[config.mk]
export PLATFORM = sky130hd
export DESIGN_NAME = rrec_top
export DESIGN_NICKNAME = d
export VERILOG_FILES = /design/src/hdl/rrec_pkg.sv /design/src/hdl/rrec_tick_gen.sv /design/src/hdl/rrec_top.sv
export SDC_FILE = /design/constraint.sdc
export NUM_CORES = 1
export LEC_CHECK = 0
export BUFFER_PORTS_ARGS = -buffer_cell sky130_fd_sc_hd__buf_2
export CORE_AREA = 2 2 107 187
export DETAILED_ROUTE_END_ITERATION = 16
export DIE_AREA = 0 0 109 189
export GPL_TIMING_DRIVEN = 0
export SLEW_MARGIN = 15
export SYNTH_ARGS = -nofsm -noshare
export SYNTH_HDL_FRONTEND = slang
export SYNTH_SLANG_ARGS = --single-unit
[constraint.sdc]
create_clock -name sys_clk -period 2 [get_ports sys_clk]
set_input_delay 0.4 -clock sys_clk [delete_from_list [all_inputs] [get_ports sys_clk]]
set_output_delay 0.4 -clock sys_clk [all_outputs]
set_load 0.02 [all_outputs]
[src/hdl/rrec_pkg.sv]
// shared constants and types of the rtc rewrite-error and control block
package rrec_pkg;

   // clock rate and the half-second period
   localparam int unsigned CLK_HZ       = 50_000_000;
   localparam int unsigned HALF_SEC_MS  = 500;
   localparam int unsigned HALF_SEC_CYC = (CLK_HZ / 1000) * HALF_SEC_MS;

   // register byte offsets
   localparam logic [7:0] OFS_CTRL1   = 8'h00;
   localparam logic [7:0] OFS_CTRL2   = 8'h04;
   localparam logic [7:0] OFS_SEC_SET = 8'h08;
   localparam logic [7:0] OFS_SEC_VAL = 8'h0c;
   localparam logic [7:0] OFS_STAT    = 8'h10;
   localparam logic [7:0] OFS_MASK    = 8'h14;

   // field positions inside the first control register; the calendar read request bit is in the second
   localparam int unsigned EN_LSB    = 24;
   localparam int unsigned FLAG_LSB  = 16;
   localparam int unsigned ALEN_LSB  = 8;
   localparam int unsigned BUSY_BIT  = 6;
   localparam int unsigned SUBSECOND_COUNTER_RESET_BIT = 5;
   localparam int unsigned ONE_SEC_OUTPUT_STOP_BIT  = 4;
   localparam int unsigned SRST_BIT  = 3;
   localparam int unsigned RUN_BIT   = 2;
   localparam int unsigned ST_BIT    = 0;
   localparam int unsigned CALENDAR_READ_REQUEST_BIT = 0;

   // values after reset and counting limits
   localparam logic [7:0] EVT_RST   = 8'h00;
   localparam logic [4:0] ALEN_RST  = 5'h00;
   localparam logic [5:0] SEC_RST   = 6'h00;
   localparam logic [5:0] SEC_MAX   = 6'h3b;
   localparam logic [1:0] TALLY_RST = 2'h0;
   localparam logic [1:0] TALLY_ERR = 2'h3;

   // one bit per event, most significant first as in the register
   typedef struct packed {
      logic read_done;
      logic rewrite_err;
      logic alarm;
      logic timer;
      logic hour;
      logic minute;
      logic second;
      logic half;
   } rrec_evt_s;

   typedef logic [5:0] rrec_sec_t;

   // seconds rewrite sequence
   typedef enum logic [2:0] {
      RW_COUNT = 3'b001,
      RW_HOLD  = 3'b010,
      RW_LOAD  = 3'b100
   } rrec_rw_e;

endpackage

[src/hdl/rrec_tick_gen.sv]
// half-second and one-second carry generator
`timescale 1ns/1ns
`default_nettype none
module rrec_tick_gen #(
   parameter int unsigned HALF_CYCLES = rrec_pkg::HALF_SEC_CYC
) (
   input  wire logic sys_clk,
   input  wire logic rst_n,
   input  wire logic clk_en,
   input  wire logic hold,
   output logic      half_tick,
   output logic      sec_tick
);
   localparam int unsigned CW = (HALF_CYCLES > 1) ? $clog2(HALF_CYCLES) : 1;
   localparam logic [CW-1:0] LAST = CW'(HALF_CYCLES - 1);

   logic [CW-1:0] cnt_r;
   logic          phase_r;

   // divider held at zero while stopped or under counter reset
   always_ff @(posedge sys_clk or negedge rst_n) begin
      if (!rst_n) begin
         cnt_r   <= '0;
         phase_r <= 1'b0;
      end else if (clk_en) begin
         if (hold) begin
            cnt_r   <= '0;
            phase_r <= 1'b0;
         end else if (cnt_r == LAST) begin
            cnt_r   <= '0;
            phase_r <= ~phase_r;
         end else begin
            cnt_r <= cnt_r + 1'b1;
         end
      end
   end

   // carries are single-cycle pulses; every second half carry is a second
   always_ff @(posedge sys_clk or negedge rst_n) begin
      if (!rst_n) begin
         half_tick <= 1'b0;
         sec_tick  <= 1'b0;
      end else if (clk_en) begin
         half_tick <= !hold && (cnt_r == LAST);
         sec_tick  <= !hold && (cnt_r == LAST) && phase_r;
      end
   end
endmodule
`default_nettype wire

[src/hdl/rrec_top.sv]
// rtc seconds rewrite, rewrite-error detection and first control register
//
// Decided for this implementation: strobed register access and the address map.
`timescale 1ns/1ns
`default_nettype none
module rrec_top #(
   parameter int unsigned HALF_CYCLES = rrec_pkg::HALF_SEC_CYC
) (
   input  wire logic        sys_clk,
   input  wire logic        rst_n,
   input  wire logic        clk_en,
   input  wire logic [7:0]  reg_addr,
   input  wire logic [31:0] reg_wdata,
   input  wire logic        reg_wr,
   input  wire logic        reg_rd,
   input  wire logic        rmw_read,
   input  wire logic        alarm_match_evt,
   input  wire logic        timer_underflow_evt,
   input  wire logic        hour_carry_evt,
   output logic [31:0]      reg_rdata,
   output logic             irq,
   output logic             minute_carry,
   output logic [4:0]       alarm_field_en,
   output logic [5:0]       seconds_count,
   output logic             run
);
   logic [7:0]          irq_en_r;
   logic [7:0]          flag_r;
   logic [4:0]          alen_r;
   logic                subsecond_counter_reset_r;
   logic                one_sec_output_stop_r;
   logic                st_r;
   logic                run_r;
   logic                rd_pend_r;
   rrec_pkg::rrec_sec_t sec_set_r;
   rrec_pkg::rrec_sec_t sec_cnt_r;
   rrec_pkg::rrec_sec_t snap_r;
   rrec_pkg::rrec_rw_e  rw_st;
   logic [1:0]          tally_r;
   logic                pend_r;
   logic                minute_r;
   logic [31:0]         rdata_r;
   logic                half_tick;
   logic                sec_tick;

   // register strobes
   logic ctrl1_wr;
   logic ctrl2_wr;
   logic stat_wr;
   logic mask_wr;
   logic srst_ev;
   logic one_sec_output_stop_nxt;
   logic one_sec_output_stop_rise;
   logic one_sec_output_stop_fall;
   logic st_load;
   logic count_tick;
   logic load_wrap;
   rrec_pkg::rrec_sec_t load_val;
   rrec_pkg::rrec_evt_s evt;
   logic [7:0]          set_v;
   logic [7:0]          clr_v;

   assign ctrl1_wr  = reg_wr && (reg_addr == rrec_pkg::OFS_CTRL1);
   assign ctrl2_wr  = reg_wr && (reg_addr == rrec_pkg::OFS_CTRL2);
   assign stat_wr   = reg_wr && (reg_addr == rrec_pkg::OFS_STAT);
   assign mask_wr   = reg_wr && (reg_addr == rrec_pkg::OFS_MASK);
   assign srst_ev   = ctrl1_wr && reg_wdata[rrec_pkg::SRST_BIT];

   // stop-bit edges seen from the write itself, so no cycle is lost
   assign one_sec_output_stop_nxt  = ctrl1_wr ? reg_wdata[rrec_pkg::ONE_SEC_OUTPUT_STOP_BIT] : one_sec_output_stop_r;
   assign one_sec_output_stop_rise = !one_sec_output_stop_r && one_sec_output_stop_nxt && !srst_ev;
   assign one_sec_output_stop_fall = one_sec_output_stop_r && (!one_sec_output_stop_nxt || srst_ev);
   assign st_load   = st_r && !run_r;

   // one-second clock reaches the counter only outside a rewrite
   assign count_tick = (rw_st == rrec_pkg::RW_COUNT) && run_r && sec_tick;

   // release value: setting, plus one if a carry was saved
   assign load_wrap = pend_r && (sec_set_r == rrec_pkg::SEC_MAX);
   assign load_val  = !pend_r ? sec_set_r :
                      load_wrap ? rrec_pkg::SEC_RST :
                      sec_set_r + 6'h01;

   rrec_tick_gen #(
      .HALF_CYCLES (HALF_CYCLES)
   ) u_tick (
      .sys_clk   (sys_clk),
      .rst_n     (rst_n),
      .clk_en    (clk_en),
      .hold      (!run_r || subsecond_counter_reset_r),
      .half_tick (half_tick),
      .sec_tick  (sec_tick)
   );

   // control bits; soft reset returns them to their reset values
   always_ff @(posedge sys_clk or negedge rst_n) begin
      if (!rst_n) begin
         irq_en_r <= rrec_pkg::EVT_RST;
         alen_r   <= rrec_pkg::ALEN_RST;
         subsecond_counter_reset_r  <= 1'b0;
         one_sec_output_stop_r   <= 1'b0;
         st_r     <= 1'b0;
         run_r    <= 1'b0;
      end else if (clk_en) begin
         run_r <= st_r && !srst_ev;
         if (srst_ev) begin
            irq_en_r <= rrec_pkg::EVT_RST;
            alen_r   <= rrec_pkg::ALEN_RST;
            subsecond_counter_reset_r  <= 1'b0;
            one_sec_output_stop_r   <= 1'b0;
            st_r     <= 1'b0;
         end else if (ctrl1_wr) begin
            irq_en_r <= reg_wdata[rrec_pkg::EN_LSB +: 8];
            alen_r   <= reg_wdata[rrec_pkg::ALEN_LSB +: 5];
            subsecond_counter_reset_r  <= reg_wdata[rrec_pkg::SUBSECOND_COUNTER_RESET_BIT];
            one_sec_output_stop_r   <= reg_wdata[rrec_pkg::ONE_SEC_OUTPUT_STOP_BIT];
            st_r     <= reg_wdata[rrec_pkg::ST_BIT];
         end else if (mask_wr) begin
            irq_en_r <= reg_wdata[7:0];
         end
      end
   end

   // seconds setting register
   always_ff @(posedge sys_clk or negedge rst_n) begin
      if (!rst_n) begin
         sec_set_r <= rrec_pkg::SEC_RST;
      end else if (clk_en && reg_wr && (reg_addr == rrec_pkg::OFS_SEC_SET)) begin
         sec_set_r <= reg_wdata[5:0];
      end
   end

   // rewrite sequence: hold while stopped, load once on release
   always_ff @(posedge sys_clk or negedge rst_n) begin
      if (!rst_n) begin
         rw_st   <= rrec_pkg::RW_COUNT;
         tally_r <= rrec_pkg::TALLY_RST;
         pend_r  <= 1'b0;
      end else if (clk_en) begin
         unique case (rw_st)
            rrec_pkg::RW_COUNT: begin
               if (one_sec_output_stop_rise) begin
                  rw_st   <= rrec_pkg::RW_HOLD;
                  tally_r <= rrec_pkg::TALLY_RST;
                  pend_r  <= 1'b0;
               end
            end
            rrec_pkg::RW_HOLD: begin
               if (srst_ev) begin
                  rw_st <= rrec_pkg::RW_COUNT;
               end else if (one_sec_output_stop_fall) begin
                  rw_st <= rrec_pkg::RW_LOAD;
               end else begin
                  // tally saturates at the error count
                  if (half_tick && (tally_r != rrec_pkg::TALLY_ERR)) begin
                     tally_r <= tally_r + 2'h1;
                  end
                  if (sec_tick) begin
                     pend_r <= 1'b1;
                  end
               end
            end
            rrec_pkg::RW_LOAD: begin
               if (one_sec_output_stop_rise) begin
                  rw_st   <= rrec_pkg::RW_HOLD;
                  tally_r <= rrec_pkg::TALLY_RST;
                  pend_r  <= 1'b0;
               end else begin
                  rw_st <= rrec_pkg::RW_COUNT;
               end
            end
            default: begin
               rw_st <= rrec_pkg::RW_COUNT;
            end
         endcase
      end
   end

   // seconds counter: not touched by the soft reset
   always_ff @(posedge sys_clk or negedge rst_n) begin
      if (!rst_n) begin
         sec_cnt_r <= rrec_pkg::SEC_RST;
         minute_r  <= 1'b0;
      end else if (clk_en) begin
         minute_r <= (count_tick && (sec_cnt_r == rrec_pkg::SEC_MAX)) ||
                     ((rw_st == rrec_pkg::RW_LOAD) && load_wrap);
         if (rw_st == rrec_pkg::RW_LOAD) begin
            sec_cnt_r <= load_val;
         end else if (st_load) begin
            sec_cnt_r <= sec_set_r;
         end else if (count_tick) begin
            sec_cnt_r <= (sec_cnt_r == rrec_pkg::SEC_MAX) ? rrec_pkg::SEC_RST :
                         sec_cnt_r + 6'h01;
         end
      end
   end

   // calendar read: request, then one cycle to copy the counters
   always_ff @(posedge sys_clk or negedge rst_n) begin
      if (!rst_n) begin
         rd_pend_r <= 1'b0;
         snap_r    <= rrec_pkg::SEC_RST;
      end else if (clk_en) begin
         if (rd_pend_r) begin
            snap_r    <= sec_cnt_r;
            rd_pend_r <= 1'b0;
         end else if (ctrl2_wr && reg_wdata[rrec_pkg::CALENDAR_READ_REQUEST_BIT]) begin
            rd_pend_r <= 1'b1;
         end
      end
   end

   // event sources in register order
   always_comb begin
      evt.read_done   = rd_pend_r;
      evt.rewrite_err = (rw_st == rrec_pkg::RW_LOAD) &&
                        (tally_r == rrec_pkg::TALLY_ERR);
      evt.alarm       = alarm_match_evt;
      evt.timer       = timer_underflow_evt;
      evt.hour        = hour_carry_evt;
      evt.minute      = (count_tick && (sec_cnt_r == rrec_pkg::SEC_MAX)) ||
                        ((rw_st == rrec_pkg::RW_LOAD) && load_wrap);
      evt.second      = count_tick;
      evt.half        = half_tick && run_r;
   end

   // zero clears through the control view, one clears through the status view
   assign set_v = evt;
   assign clr_v = (ctrl1_wr ? ~reg_wdata[rrec_pkg::FLAG_LSB +: 8] : 8'h00) |
                  (stat_wr ? reg_wdata[7:0] : 8'h00);

   // sticky flags; a new event beats a clear in the same cycle
   for (genvar i = 0; i < 8; i++) begin : g_flag
      always_ff @(posedge sys_clk or negedge rst_n) begin
         if (!rst_n) begin
            flag_r[i] <= 1'b0;
         end else if (clk_en) begin
            flag_r[i] <= !srst_ev && (set_v[i] || (flag_r[i] && !clr_v[i]));
         end
      end
   end

   // read port, data valid only in the cycle after the strobe
   always_ff @(posedge sys_clk or negedge rst_n) begin
      if (!rst_n) begin
         rdata_r <= 32'h0;
      end else if (clk_en) begin
         rdata_r <= 32'h0;
         if (reg_rd) begin
            unique case (reg_addr)
               rrec_pkg::OFS_CTRL1: begin
                  rdata_r <= {irq_en_r,
                              rmw_read ? 8'hff : flag_r,
                              3'h0, alen_r, 1'b0, one_sec_output_stop_r || subsecond_counter_reset_r,
                              subsecond_counter_reset_r, one_sec_output_stop_r, 1'b0, run_r, 1'b0, st_r};
               end
               rrec_pkg::OFS_CTRL2:   rdata_r <= {31'h0, rd_pend_r};
               rrec_pkg::OFS_SEC_SET: rdata_r <= {26'h0, sec_set_r};
               rrec_pkg::OFS_SEC_VAL: rdata_r <= {26'h0, snap_r};
               rrec_pkg::OFS_STAT:    rdata_r <= {24'h0, flag_r};
               rrec_pkg::OFS_MASK:    rdata_r <= {24'h0, irq_en_r};
               default:               rdata_r <= 32'h0;
            endcase
         end
      end
   end

   assign reg_rdata      = rdata_r;
   assign irq            = |(flag_r & irq_en_r);
   assign minute_carry   = minute_r;
   assign alarm_field_en = alen_r;
   assign seconds_count  = sec_cnt_r;
   assign run            = run_r;
endmodule
`default_nettype wire

==> results.md <==
Clock tree:
- In this run the deepest clock path goes through 2 buffers.
- In this run the number of H-tree levels came out at 3.
- The clock root buffer is clkbuf_16.
- The number of clock sinks seen by CTS is 108.
- The TritonCTS clock tree is done.
- The total clock buffers created by CTS is 9.
- The clock latency reported for the late side of the worst-skew pair is 0.36 ns.
- The clock-pin transition on the worst setup and hold timing paths is 0.07 ns.

Global route:
- The total track usage is 0.187.
- The total grt overflow is 0.
- The initial antenna violation count is 0.
- Entering global routing, the biggest net connects 81 pins.
- The number of global-route vias before repair is 5,142.
- The global-route wire length before repair is 29.0 mm.

Floorplan:
- The die area is 0.0206 mm2.
- The core region is about 0.019 mm2.
- 95 I/O pins were placed.
- The number of placement rows is between 60 and 70.
- The chip height is 189 um.
- The floorplan step set the die width to 109 um.
- For this configuration, the core starts out at a cell density of 0.298.

Detailed routing:
- After detailed routing, the met3 layer carries 728 um of wire.
- Summed over all nets, wire length on met2 after detailed routing comes to 10.6 mm.
- The per-cell via count in the routed design is 5.36.
- In the final routed layout, each cell accounts on average for 19.6 um.
- The detailed router placed 5,172 vias in this run.
- The first routing iteration left 312 violations.
- Wires add up to 18.9 mm.
- The DRC violation count after routing is 0.
- The number of optimization iterations in the first detailed-route pass is 5.
- The met1 layer wirelength in the final routing is 6.94 mm.
- Once detail routing completed, the nets flagged for antenna violations numbered 0.
- The uppermost layer routed is met4.

STA:
- The worst path in the final design needs a cycle of 2.19 ns, including I/O delays and setup.
- Derived from the worst setup path, the maximum achievable clock frequency is 457 MHz.
- The number of endpoints with negative hold slack in the final report came to 0.
- The ratio of final minimum period to clock period is 1.09.
- Setup slack on the critical path of the routed design comes to -0.186 ns.
- Setup repair after global routing could not meet its margin everywhere.
- Setup violations remaining at the end of the flow were counted as 27.
- The worst-case headroom to the max-slew limit is 0.508.
- For the pin with the worst max-slew slack, the measured transition is 0.732 ns.
- In the final timing run, aggregate negative setup slack is -4.04 ns.
- Clock skew on the completed layout was measured at ~0.013 ns.
- The final count of pins violating max slew is 0.

Pwr:
- The clock group share of total power is 0.400.
- In this run the power spent charging and discharging nets is 1.17 mW.
- The share of total power dissipated in combinational logic is 0.092.
- The cell internal power dissipation is between 3 and 4 mW.
- The leakage power is between 3 and 4 nW.
- In this run the power density over the cells is 642 mW/mm2.
- The sequential power share is 0.508.
- Of the total power, the share spent switching nets is 0.259.
- The peak ir drop on the vdd network is 0.393 mV.
- The overall power consumption is roughly 4.5 mW.

Worst setup path:
- In this run the register-to-register setup slack is -0.19 ns.
- In this run the worst path has a maximum fanout of 5.
- The path depth of the worst reg2reg path is 6.
- The capturing point of the worst reg2reg path is u_tick.cnt_r[24]$_DFFE_PN0P_.
- The largest stage delay on the critical path is 0.53 ns.
- The category of the worst setup path capture point is a flip-flop.
- The data arrival time of the critical path is 2.43 ns.
- For this design, the slowest cell found on the critical path is or4_4.
- STA classifies the critical path startpoint as a flip-flop.
- The launch instance of the worst register-to-register path is u_tick.cnt_r[15]$_DFFE_PN0P_.
- The required time of the critical path is 2.24 ns.
- The critical path start-end classification is flip-flop to flip-flop.
- Walking the worst path, the cells encountered are or4b_4 > or4_4 > o21a_4 > nor2_4 > buf_6 > nor2_2.

Final layout:
- The final design utilization is 0.370.
- Of the cells placed in the final design, the portion with a size suffix greater than 1 is 0.269.
- The layout overhead on the synthesized area is 24.4%.
- The number of antenna repair diodes is 0.
- The number of non-filler instances in the completed layout is 965.
- In the layout the commonest cells are dfrtp_1, buf_2, nand2_1.
- The leading cell type in the layout, fill and taps excluded is dfrtp_1.
- In the final design database the tool counted 772 nets.

Place:
- The number of port buffers is between 80 and 90.
- The count of placed standard cells including taps is between 900 and 1k.
- Prior to clock tree synthesis, the placed netlist has a worst setup slack of -0.781 ns.
- The final weighted congestion of routability-driven global placement is 0.924.
- The half-perimeter wire length of the detailed placement result is ~14 mm.

Min path:
- For hold timing, the worst endpoint is alarm_field_en[1]$_DFFE_PN0P_.
- The worst hold path class is input pin to flip-flop.
- The worst hold path depth is 3.
- The launch instance of the worst min-delay path is reg_wdata[9].

Flow run:
- The tool flagged a number of max-cap violations equal to 0.

Yosys:
- Of the synthesized area, sequential elements account for 0.477.
- The average size of a mapped cell is 9.38 um2.
- The share of flip-flops with an asynchronous set or reset is 1.00.
- After synthesis the netlist holds a flip-flop and latch count of 108.
- The most used flip-flop cell after synthesis is dfrtp_1.
- The cell area after synthesis is 0.00566 mm2.
- The number of warnings reported in the yosys synthesis log is 0.
- The number of distinct library cell variants in the gate-level netlist after synthesis is 67.
- In this run, synthesis inferred 0 flip-flops with an integrated enable.
- The post-synthesis instance total is 604.

Run status:
- The final reports fail on setup timing.
- The run finished, with violations left.
==> repair_timing <==
| action | CTS | global route |
|---|---|---|
| pin swaps | 8 | 8 |
| hold endpoints to repair | 28 | 0 |
| hold buffers | 1 | 0 |
| cloned | 1 | 0 |
| buffers inserted | 12 | 3 |
| resized for setup | 30 | 25 |
| endpoints found under the setup margin | 85 | 41 |
==> cells by family (layout without fill, tap and decap cells) <==
kind of cell | Yosys count | after routing | synth area share
flip-flops | 108 | 108 | 0.477
other | 1 | 3 | 0.000662
XOR/XNOR | 18 | 18 | 0.0278
AO/OA/AOI/OAI | 169 | 169 | 0.194
buffers and inverters | 58 | 176 | 0.0453
AND/OR/NAND/NOR | 225 | 225 | 0.206
multiplexers | 21 | 21 | 0.0398
adder cells (fa/ha/maj) | 4 | 4 | 0.00884
==> routing by layer <==
| metal | vias up | GRT usage |
|---|---|---|
| met2 | 151 | 0.346 |
| li1 | 2428 | - |
| met3 | 39 | 0.0286 |
| met1 | 2554 | 0.199 |
| met5 | - | 0 |
| met4 | 0 | 0.0962 |
==> worst max path at each step <==
| stage | from | end | cells past startpoint |
|---|---|---|---|
| 2_1_floorplan | u_tick.cnt_r[15]$_DFFE_PN0P_ | u_tick.cnt_r[0]$_DFFE_PN0P_ | 5 |
| 3_3_place_gp | rst_n | alarm_field_en[2]$_DFFE_PN0P_ | 1 |
| 3_5_place_dp | reg_addr[5] | reg_rdata[23]$_DFFE_PN0P_ | 7 |
| 4_1_cts | u_tick.cnt_r[15]$_DFFE_PN0P_ | u_tick.cnt_r[24]$_DFFE_PN0P_ | 6 |
| 5_1_grt | u_tick.cnt_r[15]$_DFFE_PN0P_ | u_tick.cnt_r[24]$_DFFE_PN0P_ | 6 |
| 6_report | u_tick.cnt_r[15]$_DFFE_PN0P_ | u_tick.cnt_r[24]$_DFFE_PN0P_ | 6 |
==> registers in the layout, summed over array words and instances, names as in the netlist, 2 cells and up <==
register / flops
reg_rdata: 29
u_tick.cnt_r: 25
flag_r: 8
irq_en_r: 8
sec_set_r: 6
seconds_count: 6
snap_r: 6
alarm_field_en: 5
rw_st: 3
tally_r: 2
==> Yosys cell counts, types with 3 or more instances <==
master	count	area, um2
or3_1	3	18.8
inv_1	25	93.8
o21ai_0	62	310
a211oi_1	3	22.5
o2bb2ai_1	9	78.8
or4_1	3	22.5
nor4_1	6	37.5
buf_4	5	37.5
nor2b_1	7	43.8
buf_2	4	20.0
nand2_1	62	233
nand2b_1	4	25.0
a221oi_1	6	52.6
nand3_1	30	150
nand4_1	12	75.1
mux2i_1	9	90.1
nor2_1	42	158
clkbuf_1	20	75.1
a21oi_1	27	135
nor3_1	12	60.1
xnor2_1	4	35.0
ha_1	4	50.1
o32ai_1	3	26.3
xor2_1	14	123
a31oi_1	4	25.0
o31ai_1	5	37.5
mux2_2	12	135
a22oi_1	11	82.6
nor3b_1	5	37.5
and3_1	19	119
a22o_1	18	158
o21ai_1	4	20.0
dfrtp_1	107	2680
==> worst max-delay path, delay by kind of cell, from the launching register on <==
family,cells,cell delay [ns]
flip-flops,1,0.42
buffers and inverters,1,0.17
AND/OR/NAND/NOR,4,1.24
AO/OA/AOI/OAI,1,0.24
==> area by class of cell <==
| class | instances | area [um2] |
|---|---|---|
| inverter | 26 | 97.6 |
| fill | 1965 | 12000 |
| multi-input combinational | 440 | 2880 |
| clock buffer | 10 | 229 |
| timing repair buffer | 105 | 611 |
| clock inverter | 6 | 65.1 |
| sequential | 108 | 2710 |
| tap | 241 | 302 |
| buffer | 29 | 150 |
==> per-stage QoR <==
stage | hold WS (ns) | area, um2
3_3_place_gp | 0.456 | 6420
2_1_floorplan | 0.104 | 5680
6_report | 0.291 | 7040
3_5_place_dp | 0.293 | 6450
4_1_cts | 0.280 | 6950
5_1_grt | 0.294 | 7040
==> power by group through the flow <==
stage / sequential (mW) / clock (mW) / combinational, mW
floorplan: 2.31 / 0 / 0.189
global placement: 2.34 / 0 / 0.382
detailed placement: 2.34 / 0 / 0.393
CTS: 2.29 / 1.84 / 0.412
global route: 2.30 / 1.93 / 0.458
finish: 2.30 / 1.81 / 0.415
Power figures use the tool's default switching activity.
